--- config.mk ---
export PLATFORM = sky130hd
export DESIGN_NAME = sg_tx_engine_flat
export DESIGN_NICKNAME = d
export VERILOG_FILES = /design/src/sg_pkg.sv /design/src/sg_link_if.sv /design/src/sg_tx_engine.sv /design/src/flat_wrapper.sv
export SDC_FILE = /design/constraint.sdc
export NUM_CORES = 1
export LEC_CHECK = 0
export ABC_AREA = 1
export BUFFER_PORTS_ARGS = -buffer_cell sky130_fd_sc_hd__buf_2
export CAP_MARGIN = 25
export CORE_MARGIN = 2
export CORE_UTILIZATION = 49
export DETAILED_ROUTE_END_ITERATION = 10
export GPL_TIMING_DRIVEN = 1
export PLACE_DENSITY = 0.77
export SYNTH_ARGS = -nofsm -noshare
export SYNTH_HDL_FRONTEND = slang
export SYNTH_SLANG_ARGS = --single-unit
--- constraint.sdc ---
create_clock -name clk_i -period 2.5 [get_ports clk_i]
set_input_delay 0.625 -clock clk_i [delete_from_list [all_inputs] [get_ports clk_i]]
set_output_delay 0.625 -clock clk_i [all_outputs]
set_load 0.01 [all_outputs]
--- src/sg_pkg.sv ---
// Summary of operation
// - Buffer length from control bits 22..0
// - Control bit 26 marks packet's last buffer
// - Control bit 27 marks packet's first buffer
// - Each packet has one start, one end
// - Start descriptor user words go on control stream
// - Software writes reserved control bits as zero
// - Status bits 22..0 hold bytes moved
// - Normal completion: byte count equals buffer length
// - Zero length sets internal error bit 28
// - Errors clear run, halt gracefully, then halted
// - Slave error response sets status bit 29
// - Decode error response sets status bit 30
// - Completed bit 31 set when transfer finishes
// - Already completed descriptor: stale, error, halt
// - Software reuses only completed descriptors
// - Descriptors sit on 16-word boundaries
`default_nettype none

package sg_pkg;

  ////////////////////////////////////////////////////////////////////////////
  // Widths
  localparam int LEN_W = 23;
  localparam int DATA_W = 32;
  localparam int KEEP_W = 4;
  localparam int APP_N = 5;
  localparam int APP_W = APP_N * DATA_W;
  localparam bit CS_STRM_EN = 1'b1;
  localparam logic [31:0] DESC_ALIGN = 32'h0000_0040;

  ////////////////////////////////////////////////////////////////////////////
  // Control word fields
  localparam int CTRL_LEN_MSB = 22;
  localparam int CTRL_EOF_BIT = 26;
  localparam int CTRL_SOF_BIT = 27;

  // Status word fields
  localparam int ST_INT_BIT = 28;
  localparam int ST_SLV_BIT = 29;
  localparam int ST_DEC_BIT = 30;
  localparam int ST_CMPLT_BIT = 31;
  localparam logic [31:0] STATUS_RST = 32'h0000_0000;

  // Read response codes
  localparam logic [1:0] RESP_OKAY = 2'h0;
  localparam logic [1:0] RESP_SLVERR = 2'h2;
  localparam logic [1:0] RESP_DECERR = 2'h3;

  ////////////////////////////////////////////////////////////////////////////
  // Engine states
  typedef enum logic [2:0] {
    S_HALT = 3'b000,
    S_FETCH = 3'b001,
    S_CHECK = 3'b010,
    S_CTRL = 3'b011,
    S_REQ = 3'b100,
    S_DATA = 3'b101,
    S_DRAIN = 3'b110,
    S_WB = 3'b111
  } eng_state_t;

  // Bytes carried by the next beat given the bytes still owed
  function automatic logic [2:0] beat_bytes(input logic [LEN_W-1:0] rem);
    beat_bytes = (rem >= LEN_W'(KEEP_W)) ? 3'(KEEP_W) : rem[2:0];
  endfunction : beat_bytes

  // Byte enables for a beat of n bytes, low lanes first
  function automatic logic [KEEP_W-1:0] keep_of(input logic [2:0] n);
    keep_of = 4'(({KEEP_W{1'b1}} << n) ^ {KEEP_W{1'b1}});
    if (n >= 3'(KEEP_W)) begin
      keep_of = {KEEP_W{1'b1}};
    end
  endfunction : keep_of

endpackage : sg_pkg

`default_nettype wire

--- src/sg_link_if.sv ---
`default_nettype none

interface sg_link_if (
  input wire logic clk_i,
  input wire logic sys_rst_i
);
  import sg_pkg::*;

  // Descriptor fetch
  logic desc_valid;
  logic desc_ready;
  logic [31:0] desc_ctrl;
  logic [31:0] desc_stat;
  logic [APP_W-1:0] desc_app;
  // Status write-back
  logic wb_valid;
  logic wb_ready;
  logic [31:0] wb_status;
  // Buffer read request and data
  logic rd_req_valid;
  logic rd_req_ready;
  logic [LEN_W-1:0] rd_req_len;
  logic rd_data_valid;
  logic rd_data_ready;
  logic [DATA_W-1:0] rd_data;
  logic [1:0] rd_resp;
  logic rd_last;
  // Transmit stream
  logic tx_valid;
  logic tx_ready;
  logic [DATA_W-1:0] tx_data;
  logic [KEEP_W-1:0] tx_keep;
  logic tx_last;
  // Control stream
  logic cs_valid;
  logic cs_ready;
  logic [DATA_W-1:0] cs_data;
  logic cs_last;

  modport engine (
    input clk_i, sys_rst_i,
    input desc_valid, desc_ctrl, desc_stat, desc_app, output desc_ready,
    output wb_valid, wb_status, input wb_ready,
    output rd_req_valid, rd_req_len, input rd_req_ready,
    input rd_data_valid, rd_data, rd_resp, rd_last, output rd_data_ready,
    output tx_valid, tx_data, tx_keep, tx_last, input tx_ready,
    output cs_valid, cs_data, cs_last, input cs_ready
  );

  modport system (
    input clk_i, sys_rst_i,
    output desc_valid, desc_ctrl, desc_stat, desc_app, input desc_ready,
    input wb_valid, wb_status, output wb_ready,
    input rd_req_valid, rd_req_len, output rd_req_ready,
    output rd_data_valid, rd_data, rd_resp, rd_last, input rd_data_ready,
    input tx_valid, tx_data, tx_keep, tx_last, output tx_ready,
    input cs_valid, cs_data, cs_last, output cs_ready
  );

endinterface : sg_link_if

`default_nettype wire

--- src/sg_tx_engine.sv ---
`default_nettype none

module sg_tx_engine
  import sg_pkg::*;
(
  sg_link_if.engine link,
  input wire logic start_i,
  input wire logic stop_i,
  output logic run_stop_bit_o,
  output logic halted_flag_o,
  output logic internal_error_flag_o,
  output logic slave_error_flag_o,
  output logic decode_error_flag_o,
  output logic sg_internal_error_o
);

  eng_state_t state;
  logic run_stop_bit;
  logic halted_flag;
  logic [31:0] ctrl;
  logic [APP_W-1:0] app;
  logic [2:0] app_idx;
  logic [LEN_W-1:0] remaining;
  logic [LEN_W-1:0] moved;
  logic int_err;
  logic slv_err;
  logic dec_err;
  logic sg_err;
  logic desc_ready;
  logic wb_valid;
  logic [31:0] wb_status;
  logic req_valid;
  logic cs_valid;
  logic [DATA_W-1:0] cs_data;
  logic cs_last;
  // Two-entry buffer: output stage and skid stage
  logic out_valid;
  logic [DATA_W-1:0] out_data;
  logic [KEEP_W-1:0] out_keep;
  logic out_last;
  logic skid_valid;
  logic [DATA_W-1:0] skid_data;
  logic [KEEP_W-1:0] skid_keep;
  logic skid_last;

  ////////////////////////////////////////////////////////////////////////////
  // Decode of the fetched descriptor and of incoming beats
  wire logic [LEN_W-1:0] ctrl_len = link.desc_ctrl[CTRL_LEN_MSB:0];
  wire logic [LEN_W-1:0] buf_len = ctrl[CTRL_LEN_MSB:0];
  wire logic is_sof = ctrl[CTRL_SOF_BIT];
  wire logic is_eof = ctrl[CTRL_EOF_BIT];
  wire logic fetch_hit = desc_ready && link.desc_valid;
  wire logic stale = link.desc_stat[ST_CMPLT_BIT];
  wire logic beat_in = (state == S_DATA) && !skid_valid && link.rd_data_valid;
  wire logic beat_slv = link.rd_resp == RESP_SLVERR;
  wire logic beat_dec = link.rd_resp == RESP_DECERR;
  wire logic beat_ok = link.rd_resp == RESP_OKAY;
  wire logic [2:0] nbytes = beat_bytes(remaining);
  wire logic push = beat_in && beat_ok && !slv_err && !dec_err;
  wire logic pop = out_valid && link.tx_ready;
  wire logic [KEEP_W-1:0] in_keep = keep_of(nbytes);
  // Packet boundary only on the final beat of the end-of-frame buffer
  wire logic in_last = link.rd_last && is_eof;
  wire logic any_err = int_err || slv_err || dec_err;
  wire logic cs_hit = cs_valid && link.cs_ready;
  wire logic wb_hit = wb_valid && link.wb_ready;
  wire logic [31:0] next_status = {!any_err, dec_err, slv_err, int_err, 5'h00, moved};

  ////////////////////////////////////////////////////////////////////////////
  // Link outputs from flip-flops, except read data ready, decoded from state and skid stage
  assign link.desc_ready = desc_ready;
  assign link.wb_valid = wb_valid;
  assign link.wb_status = wb_status;
  assign link.rd_req_valid = req_valid;
  assign link.rd_req_len = buf_len;
  // Ready in S_DATA is the inverse of the skid stage, so a stalled sink back-pressures the read
  assign link.rd_data_ready = (state == S_DATA) && !skid_valid;
  assign link.tx_valid = out_valid;
  assign link.tx_data = out_data;
  assign link.tx_keep = out_keep;
  assign link.tx_last = out_last;
  assign link.cs_valid = cs_valid;
  assign link.cs_data = cs_data;
  assign link.cs_last = cs_last;
  assign run_stop_bit_o = run_stop_bit;
  assign halted_flag_o = halted_flag;
  assign internal_error_flag_o = int_err;
  assign slave_error_flag_o = slv_err;
  assign decode_error_flag_o = dec_err;
  assign sg_internal_error_o = sg_err;

  ////////////////////////////////////////////////////////////////////////////
  // Descriptor sequencer
  always_ff @(posedge link.clk_i) begin
    if (link.sys_rst_i) begin
      state <= S_HALT;
      run_stop_bit <= 1'b0;
      halted_flag <= 1'b1;
      ctrl <= 32'h0000_0000;
      app <= '0;
      app_idx <= 3'h0;
      remaining <= '0;
      moved <= '0;
      int_err <= 1'b0;
      slv_err <= 1'b0;
      dec_err <= 1'b0;
      sg_err <= 1'b0;
      desc_ready <= 1'b0;
      wb_valid <= 1'b0;
      wb_status <= STATUS_RST;
      req_valid <= 1'b0;
      cs_valid <= 1'b0;
      cs_data <= '0;
      cs_last <= 1'b0;
    end else begin
      // A stop request is honoured at the next descriptor boundary
      if (stop_i) begin
        run_stop_bit <= 1'b0;
      end
      unique case (state)
        S_HALT: begin
          if (start_i && !stop_i) begin
            run_stop_bit <= 1'b1;
            halted_flag <= 1'b0;
            int_err <= 1'b0;
            slv_err <= 1'b0;
            dec_err <= 1'b0;
            sg_err <= 1'b0;
            desc_ready <= 1'b1;
            state <= S_FETCH;
          end
        end
        S_FETCH: begin
          if (fetch_hit) begin
            desc_ready <= 1'b0;
            ctrl <= link.desc_ctrl;
            app <= link.desc_app;
            remaining <= ctrl_len;
            moved <= '0;
            if (stale) begin
              // Stale descriptor: nothing was started, so stop at once
              sg_err <= 1'b1;
              run_stop_bit <= 1'b0;
              halted_flag <= 1'b1;
              state <= S_HALT;
            end else begin
              state <= S_CHECK;
            end
          end
        end
        S_CHECK: begin
          if (buf_len == '0) begin
            // Zero-length buffer: report it through the status word
            int_err <= 1'b1;
            run_stop_bit <= 1'b0;
            wb_valid <= 1'b1;
            wb_status <= {1'b0, 2'b00, 1'b1, 5'h00, {LEN_W{1'b0}}};
            state <= S_WB;
          end else if (is_sof && CS_STRM_EN) begin
            cs_valid <= 1'b1;
            cs_data <= app[DATA_W-1:0];
            cs_last <= 1'b0;
            app_idx <= 3'h0;
            state <= S_CTRL;
          end else begin
            req_valid <= 1'b1;
            state <= S_REQ;
          end
        end
        S_CTRL: begin
          if (cs_hit) begin
            if (cs_last) begin
              cs_valid <= 1'b0;
              req_valid <= 1'b1;
              state <= S_REQ;
            end else begin
              // Walk the user words in order, last flag on the fifth
              app_idx <= app_idx + 3'h1;
              cs_data <= app[(32'(app_idx) + 32'd1) * DATA_W +: DATA_W];
              cs_last <= (app_idx + 3'h1) == 3'(APP_N - 1);
            end
          end
        end
        S_REQ: begin
          if (link.rd_req_ready) begin
            req_valid <= 1'b0;
            state <= S_DATA;
          end
        end
        S_DATA: begin
          if (beat_in) begin
            if (beat_slv) begin
              slv_err <= 1'b1;
              run_stop_bit <= 1'b0;
            end
            if (beat_dec) begin
              dec_err <= 1'b1;
              run_stop_bit <= 1'b0;
            end
            if (push) begin
              remaining <= remaining - LEN_W'(nbytes);
              moved <= moved + LEN_W'(nbytes);
            end
            // Keep draining the burst after an error so the slave is not left hanging
            if (link.rd_last) begin
              state <= S_DRAIN;
            end
          end
        end
        S_DRAIN: begin
          if (!out_valid && !skid_valid) begin
            wb_valid <= 1'b1;
            wb_status <= next_status;
            state <= S_WB;
          end
        end
        S_WB: begin
          if (wb_hit) begin
            wb_valid <= 1'b0;
            if (any_err || !run_stop_bit) begin
              run_stop_bit <= 1'b0;
              halted_flag <= 1'b1;
              state <= S_HALT;
            end else begin
              desc_ready <= 1'b1;
              state <= S_FETCH;
            end
          end
        end
      endcase
    end
  end

  ////////////////////////////////////////////////////////////////////////////
  // Two-entry transmit buffer; skid stage catches the beat in flight on a stall
  always_ff @(posedge link.clk_i) begin
    if (link.sys_rst_i) begin
      out_valid <= 1'b0;
      out_data <= '0;
      out_keep <= '0;
      out_last <= 1'b0;
      skid_valid <= 1'b0;
      skid_data <= '0;
      skid_keep <= '0;
      skid_last <= 1'b0;
    end else if (!out_valid || pop) begin
      if (skid_valid) begin
        out_data <= skid_data;
        out_keep <= skid_keep;
        out_last <= skid_last;
        skid_valid <= 1'b0;
      end else begin
        out_valid <= push;
        out_data <= link.rd_data;
        out_keep <= in_keep;
        out_last <= in_last;
      end
    end else if (push) begin
      skid_valid <= 1'b1;
      skid_data <= link.rd_data;
      skid_keep <= in_keep;
      skid_last <= in_last;
    end
  end

endmodule : sg_tx_engine

`default_nettype wire

--- src/flat_wrapper.sv ---
// flat-port wrapper written by rule: the top's interface ports become plain ports
module sg_tx_engine_flat import sg_pkg::*;
  (start_i, stop_i, run_stop_bit_o, halted_flag_o, internal_error_flag_o, slave_error_flag_o, decode_error_flag_o, sg_internal_error_o, clk_i, sys_rst_i, link_desc_valid, link_desc_ctrl, link_desc_stat, link_desc_app, link_desc_ready, link_wb_valid, link_wb_status, link_wb_ready, link_rd_req_valid, link_rd_req_len, link_rd_req_ready, link_rd_data_valid, link_rd_data, link_rd_resp, link_rd_last, link_rd_data_ready, link_tx_valid, link_tx_data, link_tx_keep, link_tx_last, link_tx_ready, link_cs_valid, link_cs_data, link_cs_last, link_cs_ready);
  sg_link_if link_i (.clk_i(clk_i), .sys_rst_i(sys_rst_i));
  input wire logic start_i;
  input wire logic stop_i;
  output logic run_stop_bit_o;
  output logic halted_flag_o;
  output logic internal_error_flag_o;
  output logic slave_error_flag_o;
  output logic decode_error_flag_o;
  output logic sg_internal_error_o;
  input wire logic clk_i;
  input wire logic sys_rst_i;
  input wire logic [$bits(link_i.desc_valid)-1:0] link_desc_valid;
  input wire logic [$bits(link_i.desc_ctrl)-1:0] link_desc_ctrl;
  input wire logic [$bits(link_i.desc_stat)-1:0] link_desc_stat;
  input wire logic [$bits(link_i.desc_app)-1:0] link_desc_app;
  output wire logic [$bits(link_i.desc_ready)-1:0] link_desc_ready;
  output wire logic [$bits(link_i.wb_valid)-1:0] link_wb_valid;
  output wire logic [$bits(link_i.wb_status)-1:0] link_wb_status;
  input wire logic [$bits(link_i.wb_ready)-1:0] link_wb_ready;
  output wire logic [$bits(link_i.rd_req_valid)-1:0] link_rd_req_valid;
  output wire logic [$bits(link_i.rd_req_len)-1:0] link_rd_req_len;
  input wire logic [$bits(link_i.rd_req_ready)-1:0] link_rd_req_ready;
  input wire logic [$bits(link_i.rd_data_valid)-1:0] link_rd_data_valid;
  input wire logic [$bits(link_i.rd_data)-1:0] link_rd_data;
  input wire logic [$bits(link_i.rd_resp)-1:0] link_rd_resp;
  input wire logic [$bits(link_i.rd_last)-1:0] link_rd_last;
  output wire logic [$bits(link_i.rd_data_ready)-1:0] link_rd_data_ready;
  output wire logic [$bits(link_i.tx_valid)-1:0] link_tx_valid;
  output wire logic [$bits(link_i.tx_data)-1:0] link_tx_data;
  output wire logic [$bits(link_i.tx_keep)-1:0] link_tx_keep;
  output wire logic [$bits(link_i.tx_last)-1:0] link_tx_last;
  input wire logic [$bits(link_i.tx_ready)-1:0] link_tx_ready;
  output wire logic [$bits(link_i.cs_valid)-1:0] link_cs_valid;
  output wire logic [$bits(link_i.cs_data)-1:0] link_cs_data;
  output wire logic [$bits(link_i.cs_last)-1:0] link_cs_last;
  input wire logic [$bits(link_i.cs_ready)-1:0] link_cs_ready;
  assign link_i.desc_valid = link_desc_valid;
  assign link_i.desc_ctrl = link_desc_ctrl;
  assign link_i.desc_stat = link_desc_stat;
  assign link_i.desc_app = link_desc_app;
  assign link_desc_ready = link_i.desc_ready;
  assign link_wb_valid = link_i.wb_valid;
  assign link_wb_status = link_i.wb_status;
  assign link_i.wb_ready = link_wb_ready;
  assign link_rd_req_valid = link_i.rd_req_valid;
  assign link_rd_req_len = link_i.rd_req_len;
  assign link_i.rd_req_ready = link_rd_req_ready;
  assign link_i.rd_data_valid = link_rd_data_valid;
  assign link_i.rd_data = link_rd_data;
  assign link_i.rd_resp = link_rd_resp;
  assign link_i.rd_last = link_rd_last;
  assign link_rd_data_ready = link_i.rd_data_ready;
  assign link_tx_valid = link_i.tx_valid;
  assign link_tx_data = link_i.tx_data;
  assign link_tx_keep = link_i.tx_keep;
  assign link_tx_last = link_i.tx_last;
  assign link_i.tx_ready = link_tx_ready;
  assign link_cs_valid = link_i.cs_valid;
  assign link_cs_data = link_i.cs_data;
  assign link_cs_last = link_i.cs_last;
  assign link_i.cs_ready = link_cs_ready;
  sg_tx_engine u_core (.link(link_i), .start_i(start_i), .stop_i(stop_i), .run_stop_bit_o(run_stop_bit_o), .halted_flag_o(halted_flag_o), .internal_error_flag_o(internal_error_flag_o), .slave_error_flag_o(slave_error_flag_o), .decode_error_flag_o(decode_error_flag_o), .sg_internal_error_o(sg_internal_error_o));
endmodule
Word level (Yosys, flattened, before mapping)
Cells that the tools add are included.
{ "totals": {"inputBits": 269, "out_inout_bits": 137, "ramBits": 0, "mem_bits_ro": 0, "latch_bits": 0, "word_cells": 211, "ff_bits": 391, "mem_count": 0} }
{ "classes": {"div": 0, "n_mul": 0, "mux": 90, "n_lt_le_gt_ge": 2, "n_addsub": 4, "bitwise_logic": 3, "n_eq_ne": 30, "shift": 2, "n_reduce_logical": 53} }
{ "ops": {"columns": ["operator", "n"], "rows": [
  ["$mux W32", 7],
  ["$shiftx A160 B33 Y32", 1],
  ["$mux W23", 6],
  ["$pmux W32 S2", 2],
  ["$pmux W23 S2", 2],
  ["$mux W3", 16],
  ["$mux W1", 41],
  ["$ne A2 B1 Y1 const B", 13],
  ["$pmux W3 S8", 1],
  ["$reduce_and A4 Y1", 6],
  ["$add A23 B3 Y23", 1],
  ["$ge A23 B3 Y1 const B", 1],
  ["$logic_not A23 Y1", 1],
  ["$sub A23 B3 Y23", 1],
  ["$eq A3 B3 Y1 const B", 5],
  ["$reduce_and A5 Y1", 3],
  ["$ne A2 B2 Y1 const B", 7],
  ["$logic_and A1 B1 Y1", 12],
  ["$pmux W1 S2", 6],
  ["$pmux W1 S3", 4],
  ["$reduce_and A6 Y1", 2],
  ["$reduce_bool A2 Y1", 6],
  ["$reduce_and A9 Y1", 1],
  ["$reduce_bool A3 Y1", 3],
  ["other kinds (20)", 36]
]} }

Longest topological paths before layout
Gate-level depths: netlist of run 1.
{ "depth": {"depth_word": 9, "depth_mapped": 17} }

Least setup slack after synthesis of run 1
No wires, ideal clock.
{ "synth_timing": {"path_kind": "reg-to-reg", "from": "register u_core.remaining[7]", "to": "register u_core.moved[21]", "n_path_buf": 0, "period_less_slack_ns": 2.310, "arrival_ns": 2.239, "slack_ns": 0.190, "required_ns": 2.429, "stages_incl_launch_ff": 15, "cell_sequence": "dfxtp_1 nor2_1 nand2_1 nor2_2 nand3_4 ha_1 nand2_1 nand3_1 inv_1 nor2_1 nand3_1 xor2_1 nor2_1 nand2_1 a21oi_1"} }
{ "synth_between": {"elab_chain_len": 6} }
{ "synth_rtl": {"columns": ["element", "line", "text"], "rows": [
  ["start, declared", "sg_tx_engine.sv:23", "logic [LEN_W-1:0] remaining;"],
  ["start signal, assigned", "sg_tx_engine.sv:138", "remaining <= ctrl_len;"],
  ["start signal, assigned", "sg_tx_engine.sv:201", "remaining <= remaining - LEN_W'(nbytes);"],
  ["$ge A23 B3 Y1", "sg_pkg.sv:65", "beat_bytes = (rem >= LEN_W'(KEEP_W)) ? 3'(KEEP_W) : rem[2:0];"],
  ["$mux W3", "sg_pkg.sv:65", null],
  ["$add A23 B3 Y23", "sg_tx_engine.sv:202", "moved <= moved + LEN_W'(nbytes);"],
  ["$mux W23", "sg_tx_engine.sv:200", "if (push) begin"],
  ["$mux W23", "sg_tx_engine.sv:191", "if (beat_in) begin"],
  ["$pmux W23 S2", "sg_tx_engine.sv:120", "unique case (state)"],
  ["end signal, assigned", "sg_tx_engine.sv:202", null],
  ["end, declared", "sg_tx_engine.sv:24", "logic [LEN_W-1:0] moved;"]
]} }
No other way between the ends. The select of a mux whose other input is x is not followed.
A chain may end at the register's enable or synchronous reset.

Worst setup path after layout of run 1
{ "layout_timing": {"from": "register u_core.remaining[19]", "to": "register u_core.moved[18]"} }
The elaborated chain is that of the path after synthesis.

==> summary.md, run 1 <==
| Metric | Value |
|---|---|
| Status | finished, final reports clean |
| Syn_area_per_cell | 7.10 µm² |
| Yosys reg bits | 383 |
| Post-DR wirelength/cell | 16.0 µm |
| TritonRoute pass-1 iters | 5 |
| Worst r2r src | u_core.remaining[19]$_SDFFE_PP0P_ |
| Vias in the first global route | 16200 |
| Slew @ Worst Pin | 957 ps |
| Min setup slack post-route | 128 ps |
| Most common cell after layout, fill and taps aside | nor2_1 |
| Hold path depth | 3 |
| Startpoint types | flop |
| Multi-input gate area | 7860 µm² |
| Area fraction of the dominant cell type after synthesis | 45.1% |
| Multiplexer share of the synthesized area | 0% |
| Worst-skew pair later-pin latency | 530 ps |
| Hold Buf Count CTS | 0 |
| Total GRT Usage | 27.1% |
| Clock power share | 33.8% |
| Die Span X | 190 µm |
| Largest net degree at the start of global routing | 139 |
| Final worst path period share | 94.9% |
| Crit Path Category | reg2reg |
| Final instance area | 20700 µm² |
| Setup slack, reg-to-reg | 130 ps |
| Initial antenna violation count | 5 |
| Seq. cell area | 7680 µm² |
| Area grow syn2layout | 21.8% |
| Max Clock Freq | 422 MHz |
| Compound-Gate Fraction of Synth Area | 22.6% |
| DR iter-0 viols | 1383 |
| Largest family of logic cells by synthesized area | compound AO/OA/AOI/OAI gates |
| P_sw | 0.00655 W |
| Sw frac | 33.8% |
| Layout net count | 2956 |
| Die area | 36200 µm² |
| Final setup fails | 0 |
| Via count | 17200 |
| Worst relative slew slack | 36.1% |
| Starting density of the core | 49.4% |
| Cell variety after synth | 48 |
| Number of remaining DRC errors | 0 |
| CP required | 2900 ps |
| Row cnt | 68 |
| Slew Viols, Final | 0 |
| CTS Buffer Depth | 3 |
| Layout Cells excl Fill | 3168 |
| Post-Route WL | 50600 µm |
| Area after DPL | 19000 µm² |
| Hold endpoint | u_core.app[146]$_SDFFE_PP0P_ |
| Path type of the worst min-delay path | in2reg |
| Mapped cell area | 17000 µm² |
| Largest cells by area after synthesis | dfxtp_1 (45%), o21ai_0 (12%), nor2_1 (9.9%) |
| Commonest non-fill, non-tap cells in the layout | nor2_1 (434), o21ai_0 (414), dfxtp_1 (375) |
| Top Ports | 406 |
| Seq pwr share | 37.8% |
| First-pass GRT wire length | 80600 µm |
| Final worst path period need | 2370 ps |
| Internal power | 0.0128 W |
| Sink Count | 383 |
| Setup skew after layout | 19.8 ps |
| Cts bufs inserted | 41 |
| Final Hold Fails | 0 |
| Placement Setup Slack | 0.154 ps |
| XOR/XNOR share of the synthesized area | 0.361% |
| Placer Congestion | 0.918 |
| Max Cap Viol | 0 |
| R2r endpoint | u_core.moved[18]$_SDFFE_PP0P_ |
| Worst-path clk slew | 60 ps |
| Logic gate share of total power | 28.3% |
| IO buf count | 362 |
| Placed Cells | 3083 |
| TritonCTS clock tree | done |
| Worst-case reg-to-reg path depth | 14 |
| Synth area leader | dfxtp_1 |
| Share of layout cells above drive strength 1 | 21.5% |
| Post-synthesis adder-cell area fraction | 0.633% |
| GR Overflow Total | 0 |
| Worst hold start | link_desc_app[146] |
| Die height | 190 µm |
| Worst Path Max Fanout | 5 |
| Synth Instances | 2395 |
| Area share of and/or/nand/nor cells after synthesis | 21.7% |
| CTS Root Cell | clkbuf_16 |
| Pwr Density | 935 nW/µm² |
| Vias per cell | 5.44 |
| RSZ-0062 raised after global routing | yes |
| CP Capture Type | flop |
| Dpl hpwl | 34200 µm |
| Critical Path AT | 2770 ps |
| Maximum vdd drop | 0.000518 V |
| Area of the core | 34400 µm² |
| Synth warn | 0 |
| Seq/Total Area, Yosys | 45.1% |
| H-tree depth | 2 |
| Leakage Power | 9.14 nW |
| WHS | 312 ps |
| Post-route ant nets | 0 |
| Fill cells | 3118 |
==> sequential cells by signal, indices dropped and copies added, names as in the netlist, 3 cells and up <==
signal / count
u_core.app: 160
u_core.link.cs_data: 32
u_core.link.tx_data: 32
u_core.skid_data: 32
u_core.link.wb_status: 27
u_core.ctrl: 25
u_core.moved: 23
u_core.remaining: 23
u_core.link.tx_keep: 4
u_core.skid_keep: 4
u_core.app_idx: 3
u_core.state: 3
==> synthesized netlist by cell type (all sizes together) <==
cell type	n
a31oi	4
o211ai	8
nand2	284
buf	78
o221ai	1
xor2	3
a41oi	2
a211oi	7
o22ai	33
a32o	1
fa	1
nor3	17
or2	7
dfxtp	383
nand4	25
o2111ai	1
ha	7
conb	2
o21ai	443
clkbuf	111
nand3	79
nand3b	3
a21oi	240
xnor2	4
nor2	457
inv	186
nor4	6
clkinv	2
==> per-stage QoR <==
step	utilization (%)	total power [W]	setup TNS, ps
floorplan	-	0.0109	0
global placement	55.3	0.0125	0
detailed placement	55.3	0.0126	0
CTS	59.6	0.0192	0
global route	60.2	0.0204	-59.6
finish	60.2	0.0194	0
==> worst max-delay path, cell delays in order, from the launching register on <==
cell and delay (ps):
dfxtp_1 410, inv_1 90, nand2_1 110, nor2_4 50, nand3_4 110, nor2_2 50
ha_2 200, fa_2 400, buf_4 140, buf_4 120, nand4_1 70, nand2_1 70
or2_2 270, nand4_1 80, a21oi_1 60
==> kinds of logic (layout without fill, tap and decap cells) <==
kind of cell | count (synthesis) | after routing
AOI/OAI and AO/OA | 740 | 740
buffers and inverters | 377 | 687
DFF | 383 | 383
and+or+nand+nor | 878 | 878
xor gates and xnor gates | 7 | 7
other | 2 | 10
adders and majority gates | 8 | 8
==> layout make-up <==
type                       count  share of cell area [%]
antenna                        3                  0.0363
clock buffer                  57                    5.69
clock inverter                17                    1.37
inverter                     188                    3.47
multi-input combinational   1640                    38.0
sequential                   383                    37.1
tap                          455                    2.75
timing repair buffer         425                    11.6
==> routing by layer <==
layer  vias to the layer above  share of wire [%]  global-route usage (%)
met5                         -              0.091                       0
met4                         8                4.0                    11.0
met3                       142                7.9                    5.10
met2                       710                 46                    43.9
met1                      7952                 43                    35.7
li1                       8429                  -                       -
==> worst max path at each step <==
stage / start / endpoint / slack (ps)
global placement: u_core.remaining[11]$_SDFFE_PP0P_ / u_core.moved[11]$_SDFFE_PP0P_ / 5
floorplan: u_core.remaining[7]$_SDFFE_PP0P_ / u_core.moved[21]$_SDFFE_PP0P_ / 190
CTS: u_core.remaining[17]$_SDFFE_PP0P_ / u_core.moved[13]$_SDFFE_PP0P_ / 8
detailed placement: u_core.remaining[11]$_SDFFE_PP0P_ / u_core.moved[13]$_SDFFE_PP0P_ / 0.2
global route: u_core.remaining[14]$_SDFFE_PP0P_ / u_core.moved[13]$_SDFFE_PP0P_ / -30
finish: u_core.remaining[19]$_SDFFE_PP0P_ / u_core.moved[18]$_SDFFE_PP0P_ / 130
==> power groups by stage <==
stage	clock network, W	registers [W]	logic [W]
2_1_floorplan	0	0.00744	0.00346
3_3_place_gp	0	0.00737	0.00514
3_5_place_dp	0	0.00740	0.00523
4_1_cts	0.00664	0.00728	0.00527
5_1_grt	0.00690	0.00740	0.00613
6_report	0.00655	0.00732	0.00549
==> what timing repair did <==
action                                  4_1_cts  5_1_grt
endpoints found under the setup margin        4       17
buffers inserted                              0        8
resized for setup                             2       50
pin swaps                                     0       24
gates cloned                                  0        0
Power figures use the tool's default switching activity.
==> inputs of run 2 (changes only) <==
Settings changed: CELL_PAD_IN_SITES_DETAIL_PLACEMENT set to 1, CELL_PAD_IN_SITES_GLOBAL_PLACEMENT set to 2, CORE_UTILIZATION 49 to 27.
==> summary.md, run 2 (synthesis results as in run 1) <==
| Metric | Value |
|---|---|
| WHS | 267 ps (-45.1 ps) |
| H-tree depth | 2 (unchanged) |
| Maximum vdd drop | 0.000456 V (-12%) |
| Logic gate share of total power | 28.8% (+0.5 points) |
| Worst Path Max Fanout | 6 (+1) |
| Dpl hpwl | 44900 µm (+31%) |
| GR Util met1 | 24.1% (-12 points) |
| Commonest non-fill, non-tap cells in the layout | nor2_1 (436), o21ai_0 (414), dfxtp_1 (376) |
| TritonRoute pass-1 iters | 5 (unchanged) |
| Biggest register | u_core.app |
| Pwr Density | 939 nW/µm² (+0.42%) |
| P_sw | 0.00698 W (+6.6%) |
| Row cnt | 91 (+34%) |
| First-pass GRT wire length | 98600 µm (+22%) |
| Vias in the first global route | 17600 (+8.7%) |
| Die height | 255 µm (+34%) |
| Max reg flops | 160 (unchanged) |
| Cts bufs inserted | 46 (+12%) |
| Seq pwr share | 36.3% (-1.5 points) |
| Initial antenna violation count | 6 (+1) |
| Slew @ Worst Pin | 688 ps (-269 ps) |
| Multi-input gate area | 7870 µm² (about the same) |
| CP Capture Type | flop |
| Area grow syn2layout | 26.1% |
| Clock power share | 34.9% (+1.1 points) |
| Via count | 17200 (-0.19%) |
| Setup skew after layout | 24.1 ps (+4.24 ps) |
| Largest net degree at the start of global routing | 110 (-21%) |
| Top Ports | 406 (unchanged) |
| Die Span X | 255 µm (+34%) |
| Critical Path AT | 2920 ps (+150 ps) |
| Post-route ant nets | 0 (unchanged) |
| Startpoint types | flop |
| IO buf count | 362 (unchanged) |
| Sw frac | 34.7% (+0.86 points) |
| Starting density of the core | 27.4% (-22 points) |
| Share of layout cells above drive strength 1 | 21.8% (+0.31 points) |
| Final Hold Fails | 0 (unchanged) |
| GR Overflow Total | 0 (unchanged) |
| CP max stage cell | ha_2 |
| Crit Path Category | reg2reg |
| Most common cell after layout, fill and taps aside | nor2_1 |
| Internal power | 0.0131 W (+2.6%) |
| Final worst path period need | 2420 ps (+44.7 ps) |
| Total GRT Usage | 19.2% (-8.0 points) |
| CP required | 3000 ps (+100 ps) |
| CTS Buffer Depth | 3 (unchanged) |
| Area of the core | 61900 µm² (+80%) |
| Leakage Power | 9.27 nW (+1.4%) |
| Number of remaining DRC errors | 0 (unchanged) |
| M3 GR Usage | 3.44% (-1.7 points) |
| Die area | 65000 µm² (+80%) |
| Top Usage Layer GRT | met2 |
| Post-Route WL | 63600 µm (+26%) |
| CP Cell Sequence | nor2_4 -> nand2_2 -> nor2_4 -> nand3_4 -> ha_2 -> nand2_1 -> nand3_2 -> inv_1 -> nor2_1 -> buf_4 -> nand3_2 -> xor2_1 -> nor2_1 -> nand2_1 -> a21oi_2 |
| Final setup fails | 0 (unchanged) |
| Max Cap Viol | 0 (unchanged) |
| Post-Route Setup TNS | 0 ps (unchanged) |
| Buf/Inv on CP | 2 (-1) |
| Placer Congestion | 0.845 (-8.0%) |
| Fill cells | 7796 (+150%) |
| Sink Count | 383 (unchanged) |
| Final worst path period share | 96.7% (+1.8 points) |
| Worst path top cell family by delay | simple AND/OR/NAND/NOR gates |
| Seq. cell area | 7680 µm² (about the same) |
| Vias per cell | 4.82 (-11%) |
| Worst relative slew slack | 54.2% (+18 points) |
| Layout net count | 2967 (+0.37%) |
| Status | finished, final reports clean |
| Hold Buf Count CTS | 0 (unchanged) |
| RSZ-0062 raised after global routing | yes |
| Worst-path clk slew | 60 ps (about the same) |
| Max Clock Freq | 414 MHz (-1.9%) |
| Worst-skew pair later-pin latency | 580 ps (+50 ps) |
| Path type of the worst min-delay path | in2reg |
| CTS Root Cell | clkbuf_16 |
| Post-DR wirelength/cell | 17.8 µm (+12%) |
| Biggest cell delay along the critical path | 410 ps (about the same) |
| DR iter-0 viols | 815 (-41%) |
| Met2 Use GR | 33.4% (-11 points) |
| Slew Viols, Final | 0 (unchanged) |
| TritonCTS clock tree | done |
-- run 2: cell types whose count changed in the layout (fill, tap and decap cells not counted), moves of 3 or more --
cell | previous run | this run
buf_12 | 9 | 15
clkbuf_1 | 8 | 12
clkbuf_16 | 42 | 47
clkbuf_8 | 7 | 10
-- run 2: per-stage QoR --
stage | utilization, % | cells | worst slack (ps) | area [µm²] | power [W]
2_1_floorplan | - | 2400 | 190 | 17000 | 0.0109
3_3_place_gp | 31.7 | 3472 | 4.24 | 19600 | 0.0129
3_5_place_dp | 31.7 | 3472 | -124 | 19600 | 0.0130
4_1_cts | 34.4 | 3557 | 17.1 | 21300 | 0.0203
5_1_grt | 34.6 | 3564 | -93.0 | 21400 | 0.0214
6_report | 34.6 | 3567 | 83.5 | 21400 | 0.0201
-- run 2: final timing paths --
| kind | from | endpoint | slack [ps] | cells after the start |
|---|---|---|---|---|
| worst max-delay path | u_core.remaining[15]$_SDFFE_PP0P_ | u_core.moved[21]$_SDFFE_PP0P_ | 80 | 15 |
| worst min-delay path | link_desc_app[75] | u_core.app[75]$_SDFFE_PP0P_ | 270 | 3 |
| worst max register to register | u_core.remaining[15]$_SDFFE_PP0P_ | u_core.moved[21]$_SDFFE_PP0P_ | 80 | 15 |
| worst min register to register | u_core.link.cs_data[22]$_SDFFE_PP0P_ | u_core.link.cs_data[22]$_SDFFE_PP0P_ | 440 | 2 |
-- run 2: power groups by stage --
| stage | logic (W) | registers (W) | clock network [W] |
|---|---|---|---|
| final | 0.00579 | 0.00731 | 0.00702 |
| after CTS | 0.00572 | 0.00729 | 0.00727 |
| after global placement | 0.00551 | 0.00739 | 0 |
| after detailed placement | 0.00562 | 0.00741 | 0 |
| after floorplan | 0.00346 | 0.00744 | 0 |
| after global routing | 0.00650 | 0.00739 | 0.00749 |
-- run 2: tightest hold or removal path: cells and delay by family --
family / cells / cell delay [ps]
and+or+nand+nor: 2 / 110
buffers and inverters: 1 / 70
-- run 2: area by class of cell --
cell class	count	area share [%]
clock inverters	15	1.06
well taps	837	4.89
repair buffers	431	11.8
diodes	4	0.0467
inverters	188	3.35
clock buffers	69	6.34
flip-flops and latches	383	35.8
multi-input cells	1640	36.7
-- run 2: what timing repair did --
item                                    in CTS  in global routing
endpoints found under the hold margin        0                  0
pin swaps                                    9                 24
endpoints found under the setup margin       6                 13
setup buffers                                1                  6
gates resized for setup                     20                 28
-- run 2: routing by layer --
| metal | wire, µm | vias up |
|---|---|---|
| met3 | 2740 | 94 |
| met4 | 1690 | 4 |
| met2 | 31100 | 300 |
| li1 | - | 8459 |
| met5 | 26 | - |
| met1 | 28000 | 8352 |
